`src/core/cmbc_pkg.sv`:
```
// Purpose: shared constants for capture-move and backlash compensation
// Assumes: 200 MHz core clock, parameter port at the printed offsets
// Notes: operating mode codes are local encodings of the drive modes
package cmbc_pkg;
   // parameter offsets on the parameter port
   localparam logic [15:0] ADDR_BL_MODE = 16'h0682;
   localparam logic [15:0] ADDR_BL_AMOUNT = 16'h0684;
   localparam logic [15:0] ADDR_BL_TIME = 16'h0688;
   localparam logic [15:0] ADDR_OVT_RESP = 16'h231e;
   localparam logic [15:0] ADDR_CAP_EDGE = 16'h2320;
   // reset values, all factory defaults are zero
   localparam logic [15:0] RST_BL_MODE = 16'h0000;
   localparam logic [31:0] RST_BL_AMOUNT = 32'h0000_0000;
   localparam logic [15:0] RST_BL_TIME = 16'h0000;
   localparam logic [15:0] RST_OVT_RESP = 16'h0000;
   localparam logic [15:0] RST_CAP_EDGE = 16'h0000;
   // value ranges
   localparam logic [15:0] BL_TIME_MAX = 16'h3fff;
   localparam logic [15:0] EDGE_FALL = 16'h0000;
   localparam logic [15:0] EDGE_RISE = 16'h0001;
   localparam logic [15:0] RESP_ERR_CLASS1 = 16'h0000;
   localparam logic [15:0] RESP_NO_RETURN = 16'h0001;
   localparam logic [15:0] RESP_RETURN = 16'h0002;
   localparam logic [15:0] MODE_OFF = 16'h0000;
   localparam logic [15:0] MODE_ON_AFTER_POS_MOVE = 16'h0001;
   localparam logic [15:0] MODE_ON_AFTER_NEG_MOVE = 16'h0002;
   // operating mode codes on the mode input
   localparam logic [3:0] OPM_JOG = 4'h1;
   localparam logic [3:0] OPM_PROFILE_POS = 4'h2;
   localparam logic [3:0] OPM_INTERP_POS = 4'h3;
   localparam logic [3:0] OPM_HOMING = 4'h4;
   // timing
   localparam int CLK_PERIOD_NS = 5;
   localparam int MS_IN_NS = 1000000;
   localparam int CYC_PER_MS = MS_IN_NS / CLK_PERIOD_NS;
   // divider geometry
   localparam int DIV_DW = 45;
   localparam int DIV_SW = 14;
   // take-up sequencer states
   typedef enum logic [2:0]
   {
      ST_IDLE = 3'b001,
      ST_WAIT = 3'b010,
      ST_DIV = 3'b100
   } cmbc_state_e;
endpackage : cmbc_pkg

```
`src/core/cmbc_divider.sv`:
```
// Purpose: serial restoring divider for the backlash take-up ramp
// Assumes: divisor is nonzero whenever start is pulsed
// Notes: one quotient bit per cycle, DIV_DW cycles per result
module cmbc_divider
(
   // clock and reset
   input wire logic CORE_CLK_I,
   input wire logic RESET_N_I,
   // request
   input wire logic start_i,
   input wire logic [cmbc_pkg::DIV_DW-1:0] dividend_i,
   input wire logic [cmbc_pkg::DIV_SW-1:0] divisor_i,
   // answer
   output logic done_o,
   output logic [31:0] quot_o
);
   logic [cmbc_pkg::DIV_DW-1:0] num_q; // shifts out dividend, shifts in quotient
   logic [cmbc_pkg::DIV_SW:0] rem_q; // partial remainder, one bit wider than divisor
   logic [5:0] cnt_q; // bits left to process
   logic busy_q;
   logic [cmbc_pkg::DIV_SW:0] trial; // remainder shifted with the next dividend bit
   logic [cmbc_pkg::DIV_SW:0] diff;

   // next remainder candidate
   always_comb
   begin
      trial = {rem_q[cmbc_pkg::DIV_SW-1:0], num_q[cmbc_pkg::DIV_DW-1]};
      diff = trial - {1'b0, divisor_i};
   end

   // iteration
   always_ff @(posedge CORE_CLK_I)
   begin
      if (!RESET_N_I)
      begin
         num_q <= '0;
         rem_q <= '0;
         cnt_q <= 6'h00;
         busy_q <= 1'b0;
         done_o <= 1'b0;
         quot_o <= 32'h0000_0000;
      end
      else
      begin
         done_o <= 1'b0;
         if (start_i)
         begin
            num_q <= dividend_i;
            rem_q <= '0;
            cnt_q <= 6'(cmbc_pkg::DIV_DW);
            busy_q <= 1'b1;
         end
         else if (busy_q)
         begin
            // restore when the trial subtraction would go negative
            if (trial >= {1'b0, divisor_i})
            begin
               rem_q <= diff;
               num_q <= {num_q[cmbc_pkg::DIV_DW-2:0], 1'b1};
            end
            else
            begin
               rem_q <= trial;
               num_q <= {num_q[cmbc_pkg::DIV_DW-2:0], 1'b0};
            end
            cnt_q <= cnt_q - 6'h01;
            if (cnt_q == 6'h01)
            begin
               busy_q <= 1'b0;
               done_o <= 1'b1;
               // last bit lands here, quotient never exceeds 31 bits
               quot_o <= {1'b0, num_q[29:0], (trial >= {1'b0, divisor_i})};
            end
         end
      end
   end
endmodule : cmbc_divider

```
`src/core/cmbc_top.sv`:
```
// Purpose: capture-started relative move trigger, overtravel response, backlash compensation
// Assumes: motion inputs come from core logic on the same clock, capture is a raw pin
// Notes: offset output is added by the position loop to the commanded position
//
// Contract
// RQ1 - capture edge select: 0 falling, 1 rising
// RQ2 - overshoot response: error, stop, or return
// RQ3 - overtravel response setting applies immediately
// RQ4 - detect overshoot of the relative move target
// RQ5 - backlash amount signed 32-bit, 0 to max
// RQ6 - amount and time locked while power enabled
// RQ7 - time 0 immediate, else spread over time
// RQ8 - take-up never completes before processing time
// RQ9 - mode 0 off, 1 after pos, 2 after neg
// RQ10 - controller moves once before enabling compensation
// RQ11 - that move must take up all play
// RQ12 - controller picks mode matching that direction
// RQ13 - compensation automatic on every movement while on
// RQ14 - only jog, profile pos, interp pos, homing
module cmbc_top
#(
   parameter int CYC_PER_MS = cmbc_pkg::CYC_PER_MS // clock cycles per millisecond
)
(
   // clock and reset
   input wire logic CORE_CLK_I,
   input wire logic RESET_N_I,
   // parameter port
   input wire logic [15:0] PAR_ADDR_I,
   input wire logic [31:0] PAR_WDATA_I,
   input wire logic PAR_WR_I,
   input wire logic PAR_RD_I,
   output logic [31:0] PAR_RDATA_O,
   output logic PAR_ACK_O,
   output logic PAR_ERR_O,
   // relative move after capture
   input wire logic CAPTURE_I,
   input wire logic RELATIVE_MOVE_AFTER_CAPTURE_ENABLE_I,
   input wire logic RELATIVE_MOVE_AFTER_CAPTURE_MOVING_I,
   input wire logic [31:0] ACT_POS_I,
   input wire logic [31:0] TARGET_POS_I,
   input wire logic MOVE_DIR_POS_I,
   output logic RELATIVE_MOVE_AFTER_CAPTURE_START_O,
   output logic OVT_ERROR_O,
   output logic OVT_STOP_O,
   output logic OVT_RETURN_O,
   // backlash compensation
   input wire logic POWER_EN_I,
   input wire logic [3:0] OP_MODE_I,
   input wire logic MOTION_ACTIVE_I,
   input wire logic MOTION_DIR_POS_I,
   output logic [31:0] BL_OFFSET_O,
   output logic BL_BUSY_O
);
   // parameter registers
   logic [15:0] mode_q;
   logic [31:0] amount_q;
   logic [15:0] time_q;
   logic [15:0] resp_q;
   logic [15:0] edge_q;
   // copies active since the last power stage enable
   logic [31:0] amount_act_q;
   logic [15:0] time_act_q;
   logic pwr_q;
   // capture synchroniser, stage one feeds stage two only
   logic cap_s1_q, cap_s2_q, cap_s3_q;
   logic ovt_seen_q; // one reaction per move
   logic ovt_hit;
   // take-up sequencer
   cmbc_pkg::cmbc_state_e state_q;
   logic last_pos_q; // direction the play is taken up in
   logic goal_pos_q; // direction of the running take-up
   logic [31:0] start_off_q;
   logic [31:0] ms_cnt_q;
   logic [13:0] elapsed_q;
   logic div_start_q;
   logic div_done;
   logic [31:0] div_quot;
   logic ms_tick;
   logic comp_on, opm_ok, reversal;
   logic wr_mode, wr_amount, wr_time, wr_resp, wr_edge, wr_bad;

   // write decode with range and lock checks
   always_comb
   begin
      wr_mode = 1'b0;
      wr_amount = 1'b0;
      wr_time = 1'b0;
      wr_resp = 1'b0;
      wr_edge = 1'b0;
      wr_bad = 1'b0;
      if (PAR_WR_I)
      begin
         unique case (PAR_ADDR_I)
            cmbc_pkg::ADDR_BL_MODE:
               if (PAR_WDATA_I[15:0] <= cmbc_pkg::MODE_ON_AFTER_NEG_MOVE) wr_mode = 1'b1;
               else wr_bad = 1'b1;
            // locked while the power stage is on [RQ6]; negatives refused [RQ5]
            cmbc_pkg::ADDR_BL_AMOUNT:
               if (!POWER_EN_I && !PAR_WDATA_I[31]) wr_amount = 1'b1;
               else wr_bad = 1'b1;
            cmbc_pkg::ADDR_BL_TIME: // [RQ6] [RQ7]
               if (!POWER_EN_I && PAR_WDATA_I[15:0] <= cmbc_pkg::BL_TIME_MAX) wr_time = 1'b1;
               else wr_bad = 1'b1;
            cmbc_pkg::ADDR_OVT_RESP:
               if (PAR_WDATA_I[15:0] <= cmbc_pkg::RESP_RETURN) wr_resp = 1'b1;
               else wr_bad = 1'b1;
            cmbc_pkg::ADDR_CAP_EDGE:
               if (PAR_WDATA_I[15:0] <= cmbc_pkg::EDGE_RISE) wr_edge = 1'b1;
               else wr_bad = 1'b1;
            default: wr_bad = 1'b1; // unmapped address
         endcase
      end
   end

   // parameter storage
   always_ff @(posedge CORE_CLK_I)
   begin
      if (!RESET_N_I)
      begin
         mode_q <= cmbc_pkg::RST_BL_MODE;
         amount_q <= cmbc_pkg::RST_BL_AMOUNT;
         time_q <= cmbc_pkg::RST_BL_TIME;
         resp_q <= cmbc_pkg::RST_OVT_RESP;
         edge_q <= cmbc_pkg::RST_CAP_EDGE;
      end
      else
      begin
         if (wr_mode) mode_q <= PAR_WDATA_I[15:0];
         if (wr_amount) amount_q <= PAR_WDATA_I; // [RQ5]
         if (wr_time) time_q <= PAR_WDATA_I[15:0];
         if (wr_resp) resp_q <= PAR_WDATA_I[15:0];
         if (wr_edge) edge_q <= PAR_WDATA_I[15:0];
      end
   end

   // read mux and acknowledge, one cycle after the strobe
   always_ff @(posedge CORE_CLK_I)
   begin
      if (!RESET_N_I)
      begin
         PAR_RDATA_O <= 32'h0000_0000;
         PAR_ACK_O <= 1'b0;
         PAR_ERR_O <= 1'b0;
      end
      else
      begin
         PAR_ACK_O <= PAR_WR_I | PAR_RD_I;
         PAR_ERR_O <= wr_bad;
         if (PAR_RD_I && !PAR_WR_I)
         begin
            unique case (PAR_ADDR_I)
               cmbc_pkg::ADDR_BL_MODE: PAR_RDATA_O <= {16'h0000, mode_q};
               cmbc_pkg::ADDR_BL_AMOUNT: PAR_RDATA_O <= amount_q;
               cmbc_pkg::ADDR_BL_TIME: PAR_RDATA_O <= {16'h0000, time_q};
               cmbc_pkg::ADDR_OVT_RESP: PAR_RDATA_O <= {16'h0000, resp_q};
               cmbc_pkg::ADDR_CAP_EDGE: PAR_RDATA_O <= {16'h0000, edge_q};
               default:
               begin
                  PAR_RDATA_O <= 32'h0000_0000;
                  PAR_ERR_O <= 1'b1;
               end
            endcase
         end
      end
   end

   // capture pin synchroniser and edge history
   always_ff @(posedge CORE_CLK_I)
   begin
      if (!RESET_N_I)
      begin
         cap_s1_q <= 1'b0;
         cap_s2_q <= 1'b0;
         cap_s3_q <= 1'b0;
      end
      else
      begin
         cap_s1_q <= CAPTURE_I;
         cap_s2_q <= cap_s1_q;
         cap_s3_q <= cap_s2_q;
      end
   end

   // start pulse on the selected edge
   always_ff @(posedge CORE_CLK_I)
   begin
      if (!RESET_N_I) RELATIVE_MOVE_AFTER_CAPTURE_START_O <= 1'b0;
      else if (edge_q == cmbc_pkg::EDGE_RISE)
         RELATIVE_MOVE_AFTER_CAPTURE_START_O <= RELATIVE_MOVE_AFTER_CAPTURE_ENABLE_I &&
            cap_s2_q && !cap_s3_q; // [RQ1]
      else
         RELATIVE_MOVE_AFTER_CAPTURE_START_O <= RELATIVE_MOVE_AFTER_CAPTURE_ENABLE_I &&
            !cap_s2_q && cap_s3_q; // [RQ1]
   end

   // overshoot: position passed the target in the travel direction [RQ4]
   assign ovt_hit = RELATIVE_MOVE_AFTER_CAPTURE_MOVING_I && !ovt_seen_q &&
      (MOVE_DIR_POS_I ? ($signed(ACT_POS_I) > $signed(TARGET_POS_I))
                      : ($signed(ACT_POS_I) < $signed(TARGET_POS_I)));

   // response read live, so a new setting acts on the next overshoot [RQ3]
   always_ff @(posedge CORE_CLK_I)
   begin
      if (!RESET_N_I)
      begin
         ovt_seen_q <= 1'b0;
         OVT_ERROR_O <= 1'b0;
         OVT_STOP_O <= 1'b0;
         OVT_RETURN_O <= 1'b0;
      end
      else
      begin
         if (!RELATIVE_MOVE_AFTER_CAPTURE_MOVING_I) ovt_seen_q <= 1'b0;
         else if (ovt_hit) ovt_seen_q <= 1'b1; // [RQ4]
         OVT_ERROR_O <= ovt_hit && resp_q == cmbc_pkg::RESP_ERR_CLASS1; // [RQ2]
         OVT_STOP_O <= ovt_hit && resp_q == cmbc_pkg::RESP_NO_RETURN; // [RQ2]
         OVT_RETURN_O <= ovt_hit && resp_q == cmbc_pkg::RESP_RETURN; // [RQ2]
      end
   end

   // amount and time take effect at the rising power stage enable
   always_ff @(posedge CORE_CLK_I)
   begin
      if (!RESET_N_I)
      begin
         pwr_q <= 1'b0;
         amount_act_q <= cmbc_pkg::RST_BL_AMOUNT;
         time_act_q <= cmbc_pkg::RST_BL_TIME;
      end
      else
      begin
         pwr_q <= POWER_EN_I;
         if (POWER_EN_I && !pwr_q)
         begin
            amount_act_q <= amount_q; // [RQ6]
            time_act_q <= time_q; // [RQ6]
         end
      end
   end

   // only the four position-type modes compensate [RQ14]
   assign opm_ok = OP_MODE_I == cmbc_pkg::OPM_JOG || OP_MODE_I == cmbc_pkg::OPM_PROFILE_POS ||
      OP_MODE_I == cmbc_pkg::OPM_INTERP_POS || OP_MODE_I == cmbc_pkg::OPM_HOMING;
   assign comp_on = mode_q != cmbc_pkg::MODE_OFF; // [RQ9]
   // any movement against the taken-up side triggers a take-up [RQ13]
   assign reversal = comp_on && opm_ok && MOTION_ACTIVE_I && MOTION_DIR_POS_I != last_pos_q;
   assign ms_tick = ms_cnt_q == 32'(CYC_PER_MS - 1);

   // take-up sequencer; a reversal during a take-up waits for its end,
   // which keeps the play model consistent at the cost of a short lag
   always_ff @(posedge CORE_CLK_I)
   begin
      if (!RESET_N_I)
      begin
         state_q <= cmbc_pkg::ST_IDLE;
         last_pos_q <= 1'b1;
         goal_pos_q <= 1'b1;
         start_off_q <= 32'h0000_0000;
         BL_OFFSET_O <= 32'h0000_0000;
         BL_BUSY_O <= 1'b0;
         ms_cnt_q <= 32'h0000_0000;
         elapsed_q <= 14'h0000;
         div_start_q <= 1'b0;
      end
      else
      begin
         div_start_q <= 1'b0;
         if (wr_mode)
         begin
            // a mode write redefines the taken-up side at once [RQ9] [RQ12]
            state_q <= cmbc_pkg::ST_IDLE;
            last_pos_q <= PAR_WDATA_I[15:0] != cmbc_pkg::MODE_ON_AFTER_NEG_MOVE;
            BL_OFFSET_O <= 32'h0000_0000;
            BL_BUSY_O <= 1'b0;
         end
         else if (!comp_on)
         begin
            state_q <= cmbc_pkg::ST_IDLE;
            BL_OFFSET_O <= 32'h0000_0000; // [RQ9]
            BL_BUSY_O <= 1'b0;
         end
         else
         begin
            unique case (state_q)
               cmbc_pkg::ST_IDLE:
                  if (reversal)
                  begin
                     last_pos_q <= MOTION_DIR_POS_I;
                     goal_pos_q <= MOTION_DIR_POS_I;
                     if (time_act_q == 16'h0000)
                        // zero time: whole amount in one step [RQ7]
                        BL_OFFSET_O <= MOTION_DIR_POS_I ? BL_OFFSET_O + amount_act_q
                                                        : BL_OFFSET_O - amount_act_q;
                     else
                     begin
                        start_off_q <= BL_OFFSET_O;
                        ms_cnt_q <= 32'h0000_0000;
                        elapsed_q <= 14'h0000;
                        BL_BUSY_O <= 1'b1;
                        state_q <= cmbc_pkg::ST_WAIT;
                     end
                  end
               cmbc_pkg::ST_WAIT:
                  if (ms_tick)
                  begin
                     ms_cnt_q <= 32'h0000_0000;
                     elapsed_q <= elapsed_q + 14'h0001;
                     div_start_q <= 1'b1;
                     state_q <= cmbc_pkg::ST_DIV;
                  end
                  else ms_cnt_q <= ms_cnt_q + 32'h0000_0001;
               cmbc_pkg::ST_DIV:
               begin
                  ms_cnt_q <= ms_cnt_q + 32'h0000_0001; // keep the millisecond grid
                  if (div_done)
                  begin
                     // offset = start +/- amount * elapsed / time [RQ7]
                     BL_OFFSET_O <= goal_pos_q ? start_off_q + div_quot
                                               : start_off_q - div_quot;
                     // done only when the whole time has run [RQ8]
                     if ({2'b00, elapsed_q} == time_act_q)
                     begin
                        BL_BUSY_O <= 1'b0;
                        state_q <= cmbc_pkg::ST_IDLE;
                     end
                     else state_q <= cmbc_pkg::ST_WAIT;
                  end
               end
            endcase
         end
      end
   end

   // spreads the amount linearly over the processing time
   cmbc_divider u_div
   (
      .CORE_CLK_I(CORE_CLK_I),
      .RESET_N_I(RESET_N_I),
      .start_i(div_start_q),
      .dividend_i(45'(amount_act_q[30:0]) * 45'(elapsed_q)),
      .divisor_i(time_act_q[13:0]),
      .done_o(div_done),
      .quot_o(div_quot)
   );

   chk_edge_rise: assert property (@(posedge CORE_CLK_I) disable iff (!RESET_N_I) // [RQ1]
      (RELATIVE_MOVE_AFTER_CAPTURE_ENABLE_I && edge_q == cmbc_pkg::EDGE_RISE && cap_s2_q &&
       !cap_s3_q) |=> RELATIVE_MOVE_AFTER_CAPTURE_START_O)
      else $error("rising capture edge did not start the move");
   chk_edge_fall: assert property (@(posedge CORE_CLK_I) disable iff (!RESET_N_I) // [RQ1]
      (edge_q == cmbc_pkg::EDGE_FALL && cap_s2_q) |=> !RELATIVE_MOVE_AFTER_CAPTURE_START_O)
      else $error("start issued without a falling edge");
   chk_ovt_error: assert property (@(posedge CORE_CLK_I) disable iff (!RESET_N_I) // [RQ2] [RQ3]
      (ovt_hit && resp_q == cmbc_pkg::RESP_ERR_CLASS1) |=> OVT_ERROR_O && !OVT_RETURN_O)
      else $error("overshoot with response 0 raised no error");
   chk_ovt_return: assert property (@(posedge CORE_CLK_I) disable iff (!RESET_N_I) // [RQ2]
      (ovt_hit && resp_q == cmbc_pkg::RESP_RETURN) |=> OVT_RETURN_O ##1 !OVT_RETURN_O)
      else $error("overshoot with response 2 gave no single return pulse");
   chk_ovt_once: assert property (@(posedge CORE_CLK_I) disable iff (!RESET_N_I) // [RQ4]
      (ovt_hit ##1 RELATIVE_MOVE_AFTER_CAPTURE_MOVING_I) |=>
      !(OVT_ERROR_O || OVT_STOP_O || OVT_RETURN_O))
      else $error("overshoot reported twice in one move");
   chk_lock_amount: assert property (@(posedge CORE_CLK_I) disable iff (!RESET_N_I) // [RQ6]
      (PAR_WR_I && PAR_ADDR_I == cmbc_pkg::ADDR_BL_AMOUNT && POWER_EN_I)
      |=> PAR_ERR_O && $stable(amount_q))
      else $error("backlash amount changed while power stage enabled");
   chk_amount_sign: assert property (@(posedge CORE_CLK_I) disable iff (!RESET_N_I) // [RQ5]
      !amount_q[31])
      else $error("backlash amount went negative");
   chk_zero_time: assert property (@(posedge CORE_CLK_I) disable iff (!RESET_N_I) // [RQ7]
      (state_q == cmbc_pkg::ST_IDLE && reversal && !wr_mode && time_act_q == 16'h0000)
      |=> !BL_BUSY_O && BL_OFFSET_O != $past(BL_OFFSET_O) || amount_act_q == 32'h0000_0000)
      else $error("zero processing time did not apply at once");
   chk_full_time: assert property (@(posedge CORE_CLK_I) disable iff (!RESET_N_I) // [RQ8]
      (state_q == cmbc_pkg::ST_DIV && div_done && comp_on && !wr_mode &&
       {2'b00, elapsed_q} != time_act_q) |=> BL_BUSY_O)
      else $error("take-up ended before the processing time");
   chk_mode_off: assert property (@(posedge CORE_CLK_I) disable iff (!RESET_N_I) // [RQ9]
      (mode_q == cmbc_pkg::MODE_OFF) |=> BL_OFFSET_O == 32'h0000_0000 && !BL_BUSY_O)
      else $error("compensation active while mode is off");
   chk_op_mode: assert property (@(posedge CORE_CLK_I) disable iff (!RESET_N_I) // [RQ14]
      (state_q == cmbc_pkg::ST_IDLE && !opm_ok) |=> $stable(BL_OFFSET_O) || $past(wr_mode))
      else $error("compensation ran outside the allowed operating modes");
endmodule : cmbc_top

```
`config.mk`:
```
export PLATFORM = sky130hd
export DESIGN_NAME = cmbc_top
export DESIGN_NICKNAME = d
export VERILOG_FILES = /design/src/core/cmbc_pkg.sv /design/src/core/cmbc_divider.sv /design/src/core/cmbc_top.sv
export SDC_FILE = /design/constraint.sdc
export NUM_CORES = 2
export LEC_CHECK = 0
export BUFFER_PORTS_ARGS = -buffer_cell sky130_fd_sc_hd__buf_2
export CORE_ASPECT_RATIO = 1.5
export CORE_MARGIN = 3
export CORE_UTILIZATION = 40
export DETAILED_ROUTE_END_ITERATION = 10
export GPL_TIMING_DRIVEN = 0
export PLACE_DENSITY = 0.65
export SYNTH_ARGS = -nofsm -noshare
export SYNTH_HDL_FRONTEND = slang
export SYNTH_SLANG_ARGS = --single-unit
```
`constraint.sdc`:
```
create_clock -name CORE_CLK_I -period 10.4 [get_ports CORE_CLK_I]
set_input_delay 0.52 -clock CORE_CLK_I [delete_from_list [all_inputs] [get_ports CORE_CLK_I]]
set_output_delay 0.52 -clock CORE_CLK_I [all_outputs]
set_load 0.01 [all_outputs]
```
==> reports/qor.txt <==
Final ANT Viol Nets -> 0
RSZ-0062 raised after global routing -> false
CTS tree -> yes
Wire per inst -> 20.27 um
Leak -> 0.01793 uW
Area Growth Syn to Fin -> 11.06%
Starting density of the core -> 40.35%
Antenna violations before repair -> 4
Final Hold Fails -> 0
Sequential-to-total area share from yosys stat -> 22.40%
Final Skew -> 0.03874 ns
GRT overflow -> 0
Worst reg2reg startpoint -> amount_act_q[13]
Post-synth EDFFs -> 0
Htree depth -> 2
CP top delay family -> adder cells
Detailed-placement wirelength estimate -> 94970 um
Most frequent cells in the layout -> nand2_1 (683), inv_1 (456), dfxtp_1 (402)
Crit end category -> flop
Final setup viols -> 0
Met2 wire length -> 59050 um
Slew @ Worst Pin -> 1.079 ns
DRT iter0 DRCs -> 2186
Vias in the first global route -> 32060
WL met1 -> 44440 um
CTS buffer count -> 46
Resized cells post-CTS -> 0
Core Area -> 89030 um^2
Fraction of registers with async set/reset -> 0%
WP data required -> 10.83 ns
CP startpoint kind -> flop
Final WL -> 116900 um
CP Data Arrival Time -> 8.79 ns
Worst vdd ir -> 0.0001080 V
Status -> completed
TritonRoute pass-1 iters -> 7
HP Class -> input pin to flop
Slew HR -> 28.06%
Via-to-Cell Ratio -> 5.402
Mapped Area -> 35930 um^2
Largest net degree at the start of global routing -> 13
Post-synth top area share -> 22.40%
Routability cong. -> 0.9812
Synth Warn # -> 0
Die span in y -> 373.1 um
Share of cells above drive strength 1 -> 6.992%
Num ports -> 198
Crit-path most repeated cell -> fa_1
DRC -> 0
Worst path slowest cell -> clkbuf_1
CTS Sinks -> 402
Worst path bufs/invs -> 5
Critical path origin -> amount_act_q[13]
Hold Path Origin -> CAPTURE_I
Die area -> 93520 um^2
IO Port Bufs -> 195
Setup_tns -> 0 ns
Leading area contributor after synthesis -> dfxtp_1
Postcts setup bufs -> 0
Clk pin slew, worst setup/hold paths -> 0.06 ns
Final Non-Filler Cells -> 5767
Via count -> 31160
CP Class -> flop to flop
CP max FO -> 10
Top post-synthesis cells by area -> dfxtp_1 (22%), fa_1 (19%), ha_1 (7.8%), nand2_1 (7.1%), inv_1 (4.8%)
Hold_buf cts -> 0
WL met3 -> 5594 um
Most common cell after layout, fill and taps aside -> nand2_1
Root Buffer -> clkbuf_16
Max Cap Viol -> 0
Core Rows -> 134
# placed instances -> 5679
Post-layout min period -> 8.357 ns
CP Cell Sequence -> clkbuf_1, clkbuf_1, nand2_1, fa_1, inv_1, fa_1, fa_1, fa_1, fa_1, inv_1, fa_1, inv_1, ha_1, a21oi_1, o21bai_1, a31o_1, nor4b_1, a2111oi_2, nor3_1, a311o_1, a21oi_1, xnor2_1, o22ai_1
Final core occ -> 44.82%
Total GRT Usage -> 24.69%
Deepest clock path buffer count -> 3
Slowest stage delay, CP -> 0.79 ns
First-pass GRT wire length -> 180600 um
PD cells -> 83.60 nW/um^2
Total power -> 3336 uW
Slew Limit Fails -> 0
Die width -> 250.7 um
Syn_area_per_cell -> 8.303 um^2
DR top layer -> met4
Synth Net Count -> 5025
Mapped Cells -> 4327
Max Freq -> 119.7 MHz
Primary FF master, synth -> dfxtp_1
Synth Register Bits -> 402
Tcrit/Tclk final -> 80.35%
Layout net count -> 5269
Clk_lat worst skew -> 0.60 ns
Netlist cell types -> 88
kinds of logic after synthesis:
family	share of synthesized area (%)
AND/OR/NAND/NOR	20.62
buffers and inverters	7.578
adder cells (fa/ha/maj)	27.16
multiplexers	2.323
XOR/XNOR	5.412
AO/OA/AOI/OAI	14.51
flip-flops	22.40
metrics by stage:
step / area [um^2] / setup WS [ns] / hold WS [ns]
6_report: 39900 / 2.043 / 0.1356
5_1_grt: 39880 / 1.850 / 0.1320
4_1_cts: 39880 / 2.165 / 0.1161
3_5_place_dp: 38360 / 2.217 / 0.4276
3_3_place_gp: 38350 / 2.272 / 0.4174
2_1_floorplan: 35930 / 3.853 / 0.4119
synth_stat cells (71+ instances only):
master and instances:
o21ai_0 130, ha_1 223, and2_1 235, fa_1 348, nor2_1 202, xor2_1 125
a21boi_0 101, inv_1 456, nand2_1 683, mux2i_1 71, a21oi_1 224, dfxtp_1 402
clkbuf_1 234, xnor2_1 97
sequential cells by signal, summed over array words and instances (netlist names), 31 cells and up:
register      count
start_off_q      32
PAR_RDATA_O      32
ms_cnt_q         32
amount_act_q     32
amount_q         32
u_div.num_q      45
BL_OFFSET_O      32
u_div.quot_o     31
final timing paths:
check / endpoint / slack [ns] / cells after the start
worst max-delay path: u_div.num_q[44] / 2.04 / 23
worst min-delay path: cap_s1_q / 0.14 / 2
worst max register to register: u_div.num_q[44] / 2.04 / 23
worst min register to register: cap_s2_q / 0.44 / 1
layer usage:
| metal | vias to the layer above | track usage, % |
|---|---|---|
| met4 | 0 | 14.27 |
| met5 | - | 0 |
| li1 | 14700 | - |
| met2 | 950 | 44.63 |
| met1 | 15180 | 28.07 |
| met3 | 322 | 2.691 |
layout make-up:
| class | count | area [um^2] |
|---|---|---|
| plain buffers | 259 | 1011 |
| flip-flops and latches | 402 | 8048 |
| clock inverters | 16 | 193.9 |
| repair buffers | 196 | 985.9 |
| multi-input cells | 3210 | 25160 |
| well taps | 1156 | 1446 |
| diodes | 6 | 15.01 |
| clock buffers | 66 | 1326 |
| fillers | 8860 | 49130 |
| inverters | 456 | 1712 |
where the power goes:
| part | switching [uW] | leakage [uW] | internal, uW |
|---|---|---|---|
| clock | 684 | 0.000749 | 963 |
| sequential | 3.25 | 0.00324 | 1550 |
| combinational | 84.6 | 0.0139 | 55.3 |
No activity file was read; power rests on OpenSTA's default activity.
